==> config.mk <==
export PLATFORM = sky130hd
export DESIGN_NAME = dbsc_dev_flat
export DESIGN_NICKNAME = d
export VERILOG_FILES = /design/src/dbsc_pkg.sv /design/src/dbsc_if.sv /design/src/dbsc_dev.sv /design/src/flat_wrapper.sv
export SDC_FILE = /design/constraint.sdc
export NUM_CORES = 1
export LEC_CHECK = 0
export ABC_AREA = 0
export BUFFER_PORTS_ARGS = -buffer_cell sky130_fd_sc_hd__buf_2
export CORE_UTILIZATION = 35
export DETAILED_ROUTE_END_ITERATION = 10
export HOLD_SLACK_MARGIN = 0.1
export SLEW_MARGIN = 20
export SYNTH_ARGS = -nofsm -noshare
export SYNTH_HDL_FRONTEND = slang
export SYNTH_SLANG_ARGS = --single-unit
export TNS_END_PERCENT = 50
==> constraint.sdc <==
create_clock -name SYS_CLK -period 5.7 [get_ports SYS_CLK]
set_input_delay 0.57 -clock SYS_CLK [delete_from_list [all_inputs] [get_ports SYS_CLK]]
set_output_delay 0.57 -clock SYS_CLK [all_outputs]
set_load 0.02 [all_outputs]
==> src/dbsc_pkg.sv <==
// shared constants for the dual bridge serial configuration port
// assumes a 100 MHz system clock on both ends of the three-wire link
// Functional notes
// - configuration only over clock, data, strobe wires
// - each transfer is 20 bits: select plus 19
// - words shift most significant bit first
// - select bit routes word to bridge one/two
// - blank sense 4/6/12/24 oscillator periods after turn-on
// - off time is 8*(1+N)-1 oscillator periods
// - fast decay part 8*(1+N)-1, mixed only
// - fast longer than off means all fast
// - two bits pick synchronous rectifier mode
// - external chop decay: 0 fast, 1 slow
// - on when enable pin and polarity differ
// - direction bit: 1 forward, 0 reverse
// - reference divider bit: 0 by ten, 1 five
// - internal off decay: 0 mixed, 1 slow
// - host writes test bit zero in word one
// - idle bit zero disables outputs, stops pump; here only DRV_ON, DECAY_FAST, SENSE_BLANK go low
// - host holds idle bit high 1 ms first; dbsc_host only times this and reports it in the STAT_SETTL bit
// - data sampled on shift clock rise, strobe low
// - reset clears all configuration bits to zero
// - current trip ends on time, starts off time
package dbsc_pkg;
   // ********************************************************
   // word layout
   // ********************************************************
   localparam int WORD_W      = 20;
   localparam int BLANK_LSB   = 0;
   localparam int OFF_LSB     = 2;
   localparam int OFF_W       = 5;
   localparam int FD_LSB      = 7;
   localparam int FD_W        = 4;
   localparam int SR_LSB      = 11;
   localparam int XDECAY_BIT  = 13;
   localparam int POL_BIT     = 14;
   localparam int DIR_BIT     = 15;
   localparam int REFDIV_BIT  = 16;
   localparam int IDECAY_BIT  = 17;
   localparam int SEL_BIT     = 18;
   localparam int TESTIDL_BIT = 19;
   localparam logic [19:0] CFG_RST = 20'h00000;
   // blank lengths in oscillator periods per code
   localparam logic [8:0] BLANK_0 = 9'h004;
   localparam logic [8:0] BLANK_1 = 9'h006;
   localparam logic [8:0] BLANK_2 = 9'h00C;
   localparam logic [8:0] BLANK_3 = 9'h018;
   // ********************************************************
   // timing
   // ********************************************************
   localparam int SYS_CLK_MHZ     = 100;
   localparam int SCLK_PERIOD_NS  = 80;
   localparam logic [2:0] SCLK_HALF_M1 = 3'(SCLK_PERIOD_NS * SYS_CLK_MHZ / 2000 - 1);
   localparam int IDLE_SETTLE_US  = 1000;
   localparam int IDLE_SETTLE_CYC = IDLE_SETTLE_US * SYS_CLK_MHZ;
   // ********************************************************
   // host register map (AXI4-Lite, byte addresses)
   // ********************************************************
   localparam logic [3:0] REG_WORD   = 4'h0;
   localparam logic [3:0] REG_STAT   = 4'h4;
   localparam int         STAT_BUSY  = 0;
   localparam int         STAT_SETTL = 1;
   localparam logic [1:0] RESP_OKAY  = 2'h0;
   localparam logic [1:0] RESP_SLVERR = 2'h2;
endpackage

==> src/dbsc_if.sv <==
// three-wire serial configuration link between host and driver
// assumes both ends run from their own system clock
`timescale 1ns/1ps
`default_nettype none
interface dbsc_if;
   logic sclk;    // shift clock
   logic sdata;   // serial data, msb first
   logic ld_n;    // load strobe, idles high
   modport dev  (input sclk, input sdata, input ld_n);
   modport host (output sclk, output sdata, output ld_n);
endinterface
`default_nettype wire

==> src/dbsc_dev.sv <==
// driver end: serial shift register, two config words, bridge timers
// assumes oscillator, chop and trip inputs are asynchronous pins
//
// Decided for this implementation: the address map and the AXI4-Lite slave port.
`timescale 1ns/1ps
`default_nettype none
module dbsc_dev (
   input  wire logic       SYS_CLK,
   input  wire logic       ARST_N,
   dbsc_if.dev             LINK,
   input  wire logic       OSC_IN,
   input  wire logic [1:0] CHOP_IN,
   input  wire logic [1:0] TRIP_IN,
   output logic      [1:0] DRV_ON,
   output logic      [1:0] DIR_FWD,
   output logic      [1:0] DECAY_FAST,
   output logic      [1:0] SENSE_BLANK,
   output logic      [1:0] REF_DIV5,
   output logic      [3:0] SR_MODE,
   output logic            IDLE,
   output logic            TEST_MODE
);
   // ********************************************************
   // state
   // ********************************************************
   typedef enum logic [1:0] {PH_EXT, PH_ON, PH_OFF} dbsc_ph_e;

   typedef struct packed {
      logic [7:0]            s1;      // first synchroniser stage
      logic [7:0]            s2;      // second synchroniser stage
      logic [7:0]            s3;      // previous value for edges
      logic [19:0]           sr;      // shift register
      logic [4:0]            nbits;   // bits shifted this frame
      logic [1:0][19:0]      cfg;     // held words per bridge
      dbsc_ph_e [1:0]        ph;      // bridge phase
      logic [1:0][8:0]       cnt;     // oscillator period count
      logic [1:0]            drv;
      logic [1:0]            fwd;
      logic [1:0]            fast;
      logic [1:0]            blank;
      logic [1:0]            div5;
      logic [1:0][1:0]       srm;
      logic                  idle;
      logic                  test;
   } dbsc_dev_s;

   dbsc_dev_s q;
   dbsc_dev_s d;

   // synchronised input positions
   localparam int I_SCLK = 0;
   localparam int I_SDAT = 1;
   localparam int I_LDN  = 2;
   localparam int I_OSC  = 3;
   localparam int I_CHOP = 4;
   localparam int I_TRIP = 6;

   localparam logic [4:0] NBITS_FULL = 5'(dbsc_pkg::WORD_W);
   localparam logic [4:0] NBITS_OVER = 5'(dbsc_pkg::WORD_W + 1);

   // ********************************************************
   // next state
   // ********************************************************
   // link decode, word load and per-bridge timers
   always_comb begin
      logic       sclk_rise;
      logic       ld_rise;
      logic       ld_fall;
      logic       tick;
      logic       on_req;
      logic       trip;
      logic [19:0] c;
      logic [8:0] blen;
      logic [8:0] toff;
      logic [8:0] tfd;
      sclk_rise = 1'b0;
      ld_rise   = 1'b0;
      ld_fall   = 1'b0;
      tick      = 1'b0;
      on_req    = 1'b0;
      trip      = 1'b0;
      c         = dbsc_pkg::CFG_RST;
      blen      = dbsc_pkg::BLANK_0;
      toff      = 9'h000;
      tfd       = 9'h000;
      d = q;

      // every pin passes two flops before use
      d.s1 = {TRIP_IN, CHOP_IN, OSC_IN, LINK.ld_n, LINK.sdata, LINK.sclk};
      d.s2 = q.s1;
      d.s3 = q.s2;
      sclk_rise = q.s2[I_SCLK] & ~q.s3[I_SCLK];
      ld_rise   = q.s2[I_LDN] & ~q.s3[I_LDN];
      ld_fall   = ~q.s2[I_LDN] & q.s3[I_LDN];
      tick      = q.s2[I_OSC] & ~q.s3[I_OSC];

      // shift in while the strobe is low, msb arrives first
      if (ld_fall) begin
         d.nbits = 5'h00;
      end else if (~q.s2[I_LDN] && sclk_rise) begin
         d.sr = {q.sr[18:0], q.s2[I_SDAT]};
         if (q.nbits != NBITS_OVER) begin
            d.nbits = q.nbits + 5'h01;
         end
      end

      // strobe rise commits only a word of exactly twenty bits
      if (ld_rise && q.nbits == NBITS_FULL) begin
         d.cfg[q.sr[dbsc_pkg::SEL_BIT]] = q.sr;
      end

      // idle when bridge two word holds a zero in its top bit
      d.idle = ~d.cfg[1][dbsc_pkg::TESTIDL_BIT];
      d.test = d.cfg[0][dbsc_pkg::TESTIDL_BIT];

      for (int b = 0; b < 2; b++) begin
         c      = q.cfg[b];
         on_req = q.s2[I_CHOP + b] ^ c[dbsc_pkg::POL_BIT];
         trip   = q.s2[I_TRIP + b];
         case (c[dbsc_pkg::BLANK_LSB +: 2])
            2'h0: blen = dbsc_pkg::BLANK_0;
            2'h1: blen = dbsc_pkg::BLANK_1;
            2'h2: blen = dbsc_pkg::BLANK_2;
            default: blen = dbsc_pkg::BLANK_3;
         endcase
         toff = {({1'b0, c[dbsc_pkg::OFF_LSB +: dbsc_pkg::OFF_W]} + 6'h01), 3'h0} - 9'h001;
         tfd  = {1'b0, {({1'b0, c[dbsc_pkg::FD_LSB +: dbsc_pkg::FD_W]} + 5'h01), 3'h0}
                 - 8'h01};

         // chopped or idle bridges leave the internal loop
         if (d.idle || !on_req) begin
            d.ph[b]  = PH_EXT;
            d.cnt[b] = 9'h000;
         end else begin
            case (q.ph[b])
               PH_EXT: begin
                  d.ph[b]  = PH_ON;
                  d.cnt[b] = 9'h000;
               end
               PH_ON: begin
                  if (q.cnt[b] < blen) begin
                     if (tick) begin
                        d.cnt[b] = q.cnt[b] + 9'h001;
                     end
                  end else if (trip) begin
                     d.ph[b]  = PH_OFF;
                     d.cnt[b] = 9'h000;
                  end
               end
               PH_OFF: begin
                  if (tick) begin
                     if (q.cnt[b] + 9'h001 >= toff) begin
                        d.ph[b]  = PH_ON;
                        d.cnt[b] = 9'h000;
                     end else begin
                        d.cnt[b] = q.cnt[b] + 9'h001;
                     end
                  end
               end
               default: begin
                  d.ph[b]  = PH_EXT;
                  d.cnt[b] = 9'h000;
               end
            endcase
         end

         // outputs follow the next phase so they leave straight from flops
         d.drv[b]   = !d.idle && d.ph[b] == PH_ON;
         d.blank[b] = d.ph[b] == PH_ON && d.cnt[b] < blen;
         if (d.idle) begin
            d.fast[b] = 1'b0;
         end else if (d.ph[b] == PH_EXT) begin
            d.fast[b] = ~c[dbsc_pkg::XDECAY_BIT];
         end else if (d.ph[b] == PH_OFF) begin
            d.fast[b] = ~c[dbsc_pkg::IDECAY_BIT] && d.cnt[b] < tfd;
         end else begin
            d.fast[b] = 1'b0;
         end
         d.fwd[b]  = c[dbsc_pkg::DIR_BIT];
         d.div5[b] = c[dbsc_pkg::REFDIV_BIT];
         d.srm[b]  = c[dbsc_pkg::SR_LSB +: 2];
      end
   end

   // ********************************************************
   // registers
   // ********************************************************
   // reset clears the held words, which also forces idle
   always_ff @(posedge SYS_CLK or negedge ARST_N) begin
      if (!ARST_N) begin
         q       <= '0;
         q.s1    <= 8'h04;
         q.s2    <= 8'h04;
         q.s3    <= 8'h04;
         q.idle  <= 1'b1;
      end else begin
         q <= d;
      end
   end

   // ********************************************************
   // outputs
   // ********************************************************
   // all outputs are register fields of the state
   assign DRV_ON      = q.drv;
   assign DIR_FWD     = q.fwd;
   assign DECAY_FAST  = q.fast;
   assign SENSE_BLANK = q.blank;
   assign REF_DIV5    = q.div5;
   assign SR_MODE     = {q.srm[1], q.srm[0]};
   assign IDLE        = q.idle;
   assign TEST_MODE   = q.test;
endmodule
`default_nettype wire

==> src/flat_wrapper.sv <==
// flat-port wrapper written by rule: the top's interface ports become plain ports
module dbsc_dev_flat 
  (SYS_CLK, ARST_N, OSC_IN, CHOP_IN, TRIP_IN, DRV_ON, DIR_FWD, DECAY_FAST, SENSE_BLANK, REF_DIV5, SR_MODE, IDLE, TEST_MODE, LINK_sclk, LINK_sdata, LINK_ld_n);
  dbsc_if LINK_i ();
  input  wire logic SYS_CLK;
  input  wire logic ARST_N;
  input  wire logic OSC_IN;
  input  wire logic [1:0] CHOP_IN;
  input  wire logic [1:0] TRIP_IN;
  output logic      [1:0] DRV_ON;
  output logic      [1:0] DIR_FWD;
  output logic      [1:0] DECAY_FAST;
  output logic      [1:0] SENSE_BLANK;
  output logic      [1:0] REF_DIV5;
  output logic      [3:0] SR_MODE;
  output logic IDLE;
  output logic TEST_MODE;
  input wire logic [$bits(LINK_i.sclk)-1:0] LINK_sclk;
  input wire logic [$bits(LINK_i.sdata)-1:0] LINK_sdata;
  input wire logic [$bits(LINK_i.ld_n)-1:0] LINK_ld_n;
  assign LINK_i.sclk = LINK_sclk;
  assign LINK_i.sdata = LINK_sdata;
  assign LINK_i.ld_n = LINK_ld_n;
  dbsc_dev u_core (.SYS_CLK(SYS_CLK), .ARST_N(ARST_N), .LINK(LINK_i), .OSC_IN(OSC_IN), .CHOP_IN(CHOP_IN), .TRIP_IN(TRIP_IN), .DRV_ON(DRV_ON), .DIR_FWD(DIR_FWD), .DECAY_FAST(DECAY_FAST), .SENSE_BLANK(SENSE_BLANK), .REF_DIV5(REF_DIV5), .SR_MODE(SR_MODE), .IDLE(IDLE), .TEST_MODE(TEST_MODE));
endmodule
### Word-level counts from Yosys, hierarchy flattened

Index checks and enable logic that the tools add are counted.
W data, S select, Z words.

| storage, ports and cells | value |
|---|---|
| input bits | 10 |
| ROM bits | 0 |
| logic and storage cells | 136 |
| latch bits | 0 |
| memories kept | 0 |
| output and inout bits | 16 |
| register bits | 122 |
| bits in writable memories | 0 |

| operators by class | value |
|---|---|
| reduce and logical (&&, ||, !) cells | 23 |
| bitwise logic cells | 16 |
| add/sub/neg operators | 11 |
| div/mod/pow operators | 0 |
| multiplexer cells | 41 |
| shifts and indexed selects | 0 |
| equality and inequality tests | 14 |
| multiply operators | 0 |
| order comparisons | 10 |

Operators by type and width:

| operator | count |
|---|---|
| $mux W9 | 12 |
| $bwmux W40 | 1 |
| $mux W40 | 1 |
| $lt A9 B5 Y1 | 4 |
| $pmux W9 S2 | 2 |
| $pmux W5 S3 | 2 |
| $demux W20 S1 | 1 |
| $mux W2 | 10 |
| $mux W20 | 1 |
| $add A9 B1 Y9 const B | 2 |
| $ge A9 B9 Y1 | 2 |
| $lt A9 B8 Y1 | 2 |
| $sub A9 B1 Y9 const B | 2 |
| $sub A8 B1 Y8 const B | 2 |
| $mux W5 | 3 |
| $add A5 B1 Y6 const B | 2 |
| $eq A2 B1 Y1 const B | 6 |
| $eq A2 B2 Y1 const B | 6 |
| $logic_not A2 Y1 | 6 |
| $pmux W2 S3 | 2 |
| $add A4 B1 Y5 const B | 2 |
| $not A1 Y1 | 10 |
| $logic_and A1 B1 Y1 | 9 |
| $mux W1 | 6 |
| 11 further kinds | 19 |

### Depth between registers and ports, before layout

Gate-level depths: netlist of the first run.

| logic depth | value |
|---|---|
| word-level depth | 14 |
| depth in mapped cells | 23 |
| depth with buffers taken out | 22 |

### Worst setup path after synthesis of the first run

OpenSTA, ideal clock, no wires.

| path | value |
|---|---|
| kind | register to register |
| start | reg with a tool-made name |
| end | reg u_core.q, in the netlist u_core.SENSE_BLANK[0] |
| setup time | 0.095 ns |
| arrival | 4.006 ns |
| path buffers | 0 |
| clock period less this slack | 4.101 ns |
| data required time | 5.605 ns |
| setup slack | 1.599 ns |
| cell stages (with the launch flop) | 20 |
| cell sequence | dfrtp_1 -> ha_1 -> nor2b_1 -> a21oi_1 -> o2bb2ai_1 -> nor3b_1 -> a211oi_1 -> a21oi_1 -> ha_1 -> and4_1 -> a221oi_1 -> o21ai_1 -> a21oi_1 -> o21ai_0 -> a31oi_1 -> ha_1 -> a21oi_1 -> o21ai_0 -> a2111oi_2 -> nor4b_2 |

RTL lines:

| item | line | RTL |
|---|---|---|
| to (decl) | dbsc_dev.sv:47 | `dbsc_dev_s q;` |

==> flow_metrics.tcl, run 1 <==
set metrics [dict create \
    synth_nets 648 \
    post_cts_resized 0 \
    antenna_left 0 \
    dp.cells 821 \
    start_util_pct 36.0 \
    required_ns 6.05 \
    seqCellArea_mm2 0.00298 \
    final_nets 673 \
    htreeDepth 4 \
    peakVddDrop_uv 191 \
    synth_edf_count 0 \
    rsz0062_at_grt "no" \
    yosysSeqAreaShare_pct 45.9 \
    utilization_pct 40.8 \
    overflow 0 \
    diodes 0 \
    remaining_drc_errors 0 \
    finalNonFillerCells 852 \
    die_x_um 138 \
    io_pins 26 \
    maxSlewViolCount 0 \
    async_flop_share_pct 100 \
    dieHeight_um 138 \
    drt_iter0_drc 244 \
    portBuffers 25 \
    cts-root-buf "clkbuf_16" \
    drive_above_1_share_pct 22.5 \
    cts_sinks 119 \
    routed_wl_um 13500 \
    setup_viol 0 \
    startpoint_type "register" \
    fin_area_mm2 0.00739 \
    fin_hold_ws_ns 0.200 \
    cts_setup_buffers 0 \
    ctsHoldBuffers 0 \
    final-hold-violation-count 0 \
    min_period_over_period_pct 85.5 \
    tightest_slew_ns 1.05 \
    tritoncts "yes" \
    fillers 1685 \
    drtPass1Iterations 4 \
    synth_cell_types 76 \
    cp_max_fo 12 \
    clk_latency_ns 0.41 \
    cp-end-kind "register" \
    p_per_area_mw_per_mm2 268 \
    dieArea_mm2 0.0191 \
    synth_area_mm2 0.00650 \
    placed_cell_area_mm2 0.00681 \
    num_vias 4466 \
    cap_violations 0 \
    multiInputGateArea_mm2 0.00325 \
    hp-class "input port to async pin" \
    rows 49 \
    syn2layout_area_growth_pct 13.5 \
    timing.rr.end "u_core.DECAY_FAST[0]" \
    track_usage_pct 15.2 \
    p_leak_nw 3.48 \
    design.core.area_mm2 0.0181 \
    fmax_mhz 205 \
    critical_path_class "register to register" \
    relSlewSlack_pct 29.8 \
    viasPerCell 5.24 \
    critPathArrivalTime_ns 5.22 \
    cts.path.max_buffers 2 \
    finClkSkew_ns 0.00682 \
    syn_inst 586 \
    place.gp.congestion 0.865 \
    wl_per_cell_um 15.9 \
    grt_pass1_vias 4647 \
    antenna_found_initial 0 \
    numCtsBuffers 17 \
    rr_worst_depth 22 \
    synth_seq_cells 119 \
    grt_pass1_wl_um 23300 \
    outcome "complete, no violations" \
    yosysWarnings 0 \
    place_hpwl_um 10000 \
    r2r_slack_ns 0.82 \
    grt_max_degree 69 \
    yosys_most_used_dff "dfrtp_1" \
    syn_area_per_cell_um2 11.1 \
    setup_tns_ns 0 \
    path_clk_slew_ns 0.05 \
    fin_crit_ns 4.88 \
]
[layout make-up]
type	instances	area share, %
Timing Repair Buffer	29	2.13
Tap cell	229	3.88
Inverter	34	1.73
Sequential cell	119	40.4
Clock inverter	12	1.73
Clock buffer	19	6.13
Multi-Input combinational cell	410	44.0
[kinds of logic (layout without fill, tap and decap cells)]
group,Yosys count,in the layout,synth area share (%)
xor gates and xnor gates,33,33,4.44
muxes,56,56,9.81
and+or+nand+nor,149,149,12.6
AOI/OAI and AO/OA,120,120,13.1
adders and majority gates,52,52,10.0
DFF,119,119,45.9
buffers and inverters,57,94,4.17
[cells in the final DEF, fill, tap and decap left out, types with 4 or more instances in the layout]
| cell type | count |
|---|---|
| xor2_1 | 14 |
| mux2_2 | 52 |
| dfrtp_1 | 115 |
| a211oi_1 | 6 |
| o22ai_1 | 5 |
| nor3b_1 | 4 |
| buf_2 | 24 |
| nor2b_1 | 8 |
| o21ai_1 | 4 |
| nand2_1 | 29 |
| clkinvlp_4 | 4 |
| clkbuf_16 | 17 |
| xnor2_1 | 19 |
| a21oi_1 | 21 |
| inv_1 | 33 |
| nand3_1 | 19 |
| a21o_1 | 6 |
| nand2b_1 | 6 |
| clkinv_2 | 4 |
| and3_1 | 14 |
| o211ai_1 | 5 |
| dfstp_2 | 4 |
| buf_4 | 5 |
| ha_1 | 52 |
| nor3_1 | 6 |
| o21ai_0 | 24 |
| nor2_1 | 35 |
| a31oi_1 | 8 |
[metrics by stage]
step	setup WS, ns	power (mW)
after floorplan	1.60	0.925
after global placement	0.990	0.957
after detailed placement	0.831	0.960
after CTS	0.820	2.00
after global routing	0.353	2.05
final	0.824	1.98
[critical path, stage by stage (launching register included)]
cell       delay, ns
dfrtp_1         0.43
ha_1            0.27
nor2b_1         0.17
a21oi_1         0.15
o2bb2ai_1       0.08
nor3b_1         0.14
a211oi_1        0.25
a21oi_1         0.09
ha_1            0.31
and4_1          0.17
a221oi_1        0.11
a32oi_1         0.81
nor2_1          0.11
o21ai_0         0.25
a21oi_1         0.13
ha_1            0.31
o21a_1          0.19
o21ai_0         0.21
a21oi_1         0.07
nor3_1          0.17
nand2_1         0.08
o22ai_1         0.14
o311a_1         0.18
[synth_stat cells, types with 8 or more instances]
library cell | n | area (µm²)
mux2_2 | 52 | 586
nand2_1 | 29 | 109
inv_1 | 33 | 124
and3_1 | 14 | 87.6
a31oi_1 | 8 | 50.1
nor2_1 | 35 | 131
nand3_1 | 19 | 95.1
nor2b_1 | 8 | 50.1
a21oi_1 | 21 | 105
ha_1 | 52 | 651
xnor2_1 | 19 | 166
buf_4 | 15 | 113
o21ai_0 | 24 | 120
dfrtp_1 | 115 | 2880
xor2_1 | 14 | 123
[per-layer routing]
metal	global-route usage (%)	part of all wire, %	up-vias
met5	0	0	-
met4	5.62	1.5	0
met3	2.91	3.2	20
met2	25.1	48	86
met1	19.8	47	2214
li1	-	-	2146
[how the worst max path moves through the flow]
stage                       startpoint  cells past startpoint                    end
final                         register                     22   u_core.DECAY_FAST[0]
after floorplan               register                     19  u_core.SENSE_BLANK[0]
after global routing          register                     19  u_core.SENSE_BLANK[0]
after detailed placement      register                     19  u_core.SENSE_BLANK[0]
after CTS                     register                     19  u_core.SENSE_BLANK[0]
after global placement    u_core.q[16]                     18  u_core.SENSE_BLANK[0]
[power breakdown]
group	total, mW	leakage, nW	internal [mW]	switching [mW]
Clock	1.04	0.277	0.661	0.374
Sequential	0.889	1.60	0.869	0.0203
Combinational	0.0536	1.60	0.0214	0.0322
Total	1.98	3.48	1.55	0.427
Power figures use the tool's default switching activity.
==> run 2, diff against run 1 <==
==> constraint.sdc (replaced) <==
create_clock -name SYS_CLK -period 5.7 [get_ports SYS_CLK]
set_input_delay 0.285 -clock SYS_CLK [delete_from_list [all_inputs] [get_ports SYS_CLK]]
set_output_delay 0.285 -clock SYS_CLK [all_outputs]
set_load 0.02 [all_outputs]
==> flow_metrics.tcl, run 2 (synthesis results as in run 1) <==
set metrics [dict create \
    syn2layout_area_growth_pct 14.6 \
    path_clk_slew_ns 0.05 \
    dieArea_mm2 0.0191 \
    fin_hold_ws_ns 0.347 \
    startpoint_type "register" \
    final-hold-violation-count 0 \
    htreeDepth 4 \
    p_per_area_mw_per_mm2 261 \
    grtUsageMet2_pct 24.8 \
    tritoncts "yes" \
    critPathArrivalTime_ns 5.35 \
    outcome "complete, no violations" \
    die_x_um 138 \
    finClkSkew_ns 0.00418 \
    overflow 0 \
    cp_max_fo 7 \
    cts-root-buf "clkbuf_16" \
    mostFrequentLayoutCells "115 x dfrtp_1, 52 x mux2_2, 52 x ha_1, 35 x nor2_1, 33 x inv_1" \
    hp-class "register to register" \
    cp-end-kind "register" \
    cts.path.max_buffers 2 \
    fin_crit_ns 5.04 \
    cts_setup_buffers 0 \
    dieHeight_um 138 \
    cts_sinks 119 \
    grt_max_degree 67 \
    gr-usage-met1_pct 19.6 \
    antenna_left 0 \
    grt_pass1_wl_um 23200 \
    antenna_found_initial 0 \
    grt_pass1_vias 4650 \
    grt_busiest_layer "met2" \
    maxSlewViolCount 0 \
    routed_wl_um 13800 \
    rows 49 \
    remaining_drc_errors 0 \
    post_cts_resized 0 \
    clk_latency_ns 0.41 \
    use_met3_pct 3.57 \
    tightest_slew_ns 1.04 \
    fmax_mhz 199 \
    place.gp.congestion 0.841 \
    viasPerCell 5.31 \
    cap_violations 0 \
    p_leak_nw 3.51 \
    place_hpwl_um 10100 \
    num_vias 4572 \
    design.core.area_mm2 0.0181 \
    portBuffers 25 \
    track_usage_pct 15.3 \
    drive_above_1_share_pct 22.0 \
    min_period_over_period_pct 88.3 \
    final_common_cell "dfrtp_1" \
    rr_worst_depth 19 \
    whs_path_depth 0 \
    critical_path_class "register to register" \
    power.total_mw 1.94 \
    ctsHoldBuffers 9 \
    final_nets 682 \
    drtPass1Iterations 8 \
    setup_tns_ns 0 \
    wl_per_cell_um 16.0 \
    start_util_pct 36.0 \
    setup_viol 0 \
    drt_iter0_drc 249 \
    relSlewSlack_pct 30.7 \
    rsz0062_at_grt "no" \
    r2r_slack_ns 0.66 \
    peakVddDrop_uv 233 \
    diodes 0 \
    io_pins 26 \
    required_ns 6.01 \
    numCtsBuffers 17 \
]
run 2: cell count changes in the layout (fill, tap and decap cells not counted), sizes merged:
cell / change
dlygate4sd3: +9
bufinv: -1
clkbuf: +1
run 2: power breakdown:
group	switching (mW)	internal, mW	leakage [nW]	total [mW]
Combinational	0.0328	0.0254	1.64	0.0582
Clock	0.378	0.618	0.264	0.997
Sequential	0.0205	0.869	1.60	0.890
Total	0.432	1.51	3.51	1.94
run 2: path summary, 6_finish.rpt:
check | from | end
max in group asynchronous | ARST_N | u_core.q[25]
max | register | u_core.SENSE_BLANK[0]
min reg2reg | u_core.d[118] | u_core.d[110]
max reg2reg | register | u_core.SENSE_BLANK[0]
min | u_core.d[118] | u_core.d[110]
min in group asynchronous | ARST_N | u_core.q[79]
run 2: layout make-up:
cell class / count / area [µm²]
Clock buffer: 20 / 457
Clock inverter: 11 / 101
Fill cell: 1671 / 10600
Inverter: 34 / 128
Multi-Input combinational cell: 410 / 3250
Sequential cell: 119 / 2980
Tap cell: 229 / 287
Timing Repair Buffer: 38 / 248
run 2: layer usage:
layer,vias up,routed length (µm),share of wire (%)
met1,2266,6250,45
li1,2162,-,-
met3,23,589,4.3
met5,-,0,0
met2,121,6680,48
met4,0,265,1.9
run 2: metrics by stage:
step           setup slack (ns)  util (%)  cell area (µm²)  std cells
2_1_floorplan              1.60         -             6500        586
3_3_place_gp              0.860      37.6             6810        821
3_5_place_dp              0.735      37.6             6810        821
4_1_cts                   0.695      41.2             7450        861
5_1_grt                   0.148      41.2             7450        861
6_report                  0.665      41.2             7450        861
run 2: worst max-delay path, cell delays in order, from the launching register on:
cell and delay [ns]:
dfrtp_1 0.44, ha_1 0.29, nor2b_1 0.21, a21oi_1 0.10, o2bb2ai_1 0.14, nor3b_1 0.25, a211oi_1 0.12, a21oi_1 0.15
ha_1 0.26, and4_1 0.15, a221oi_1 0.43, o21ai_1 0.22, a21oi_1 0.37, o21ai_0 0.14, a31oi_1 0.43, ha_1 0.35
a21oi_1 0.15, o21ai_0 0.13, a2111oi_2 0.35, nor4b_2 0.25
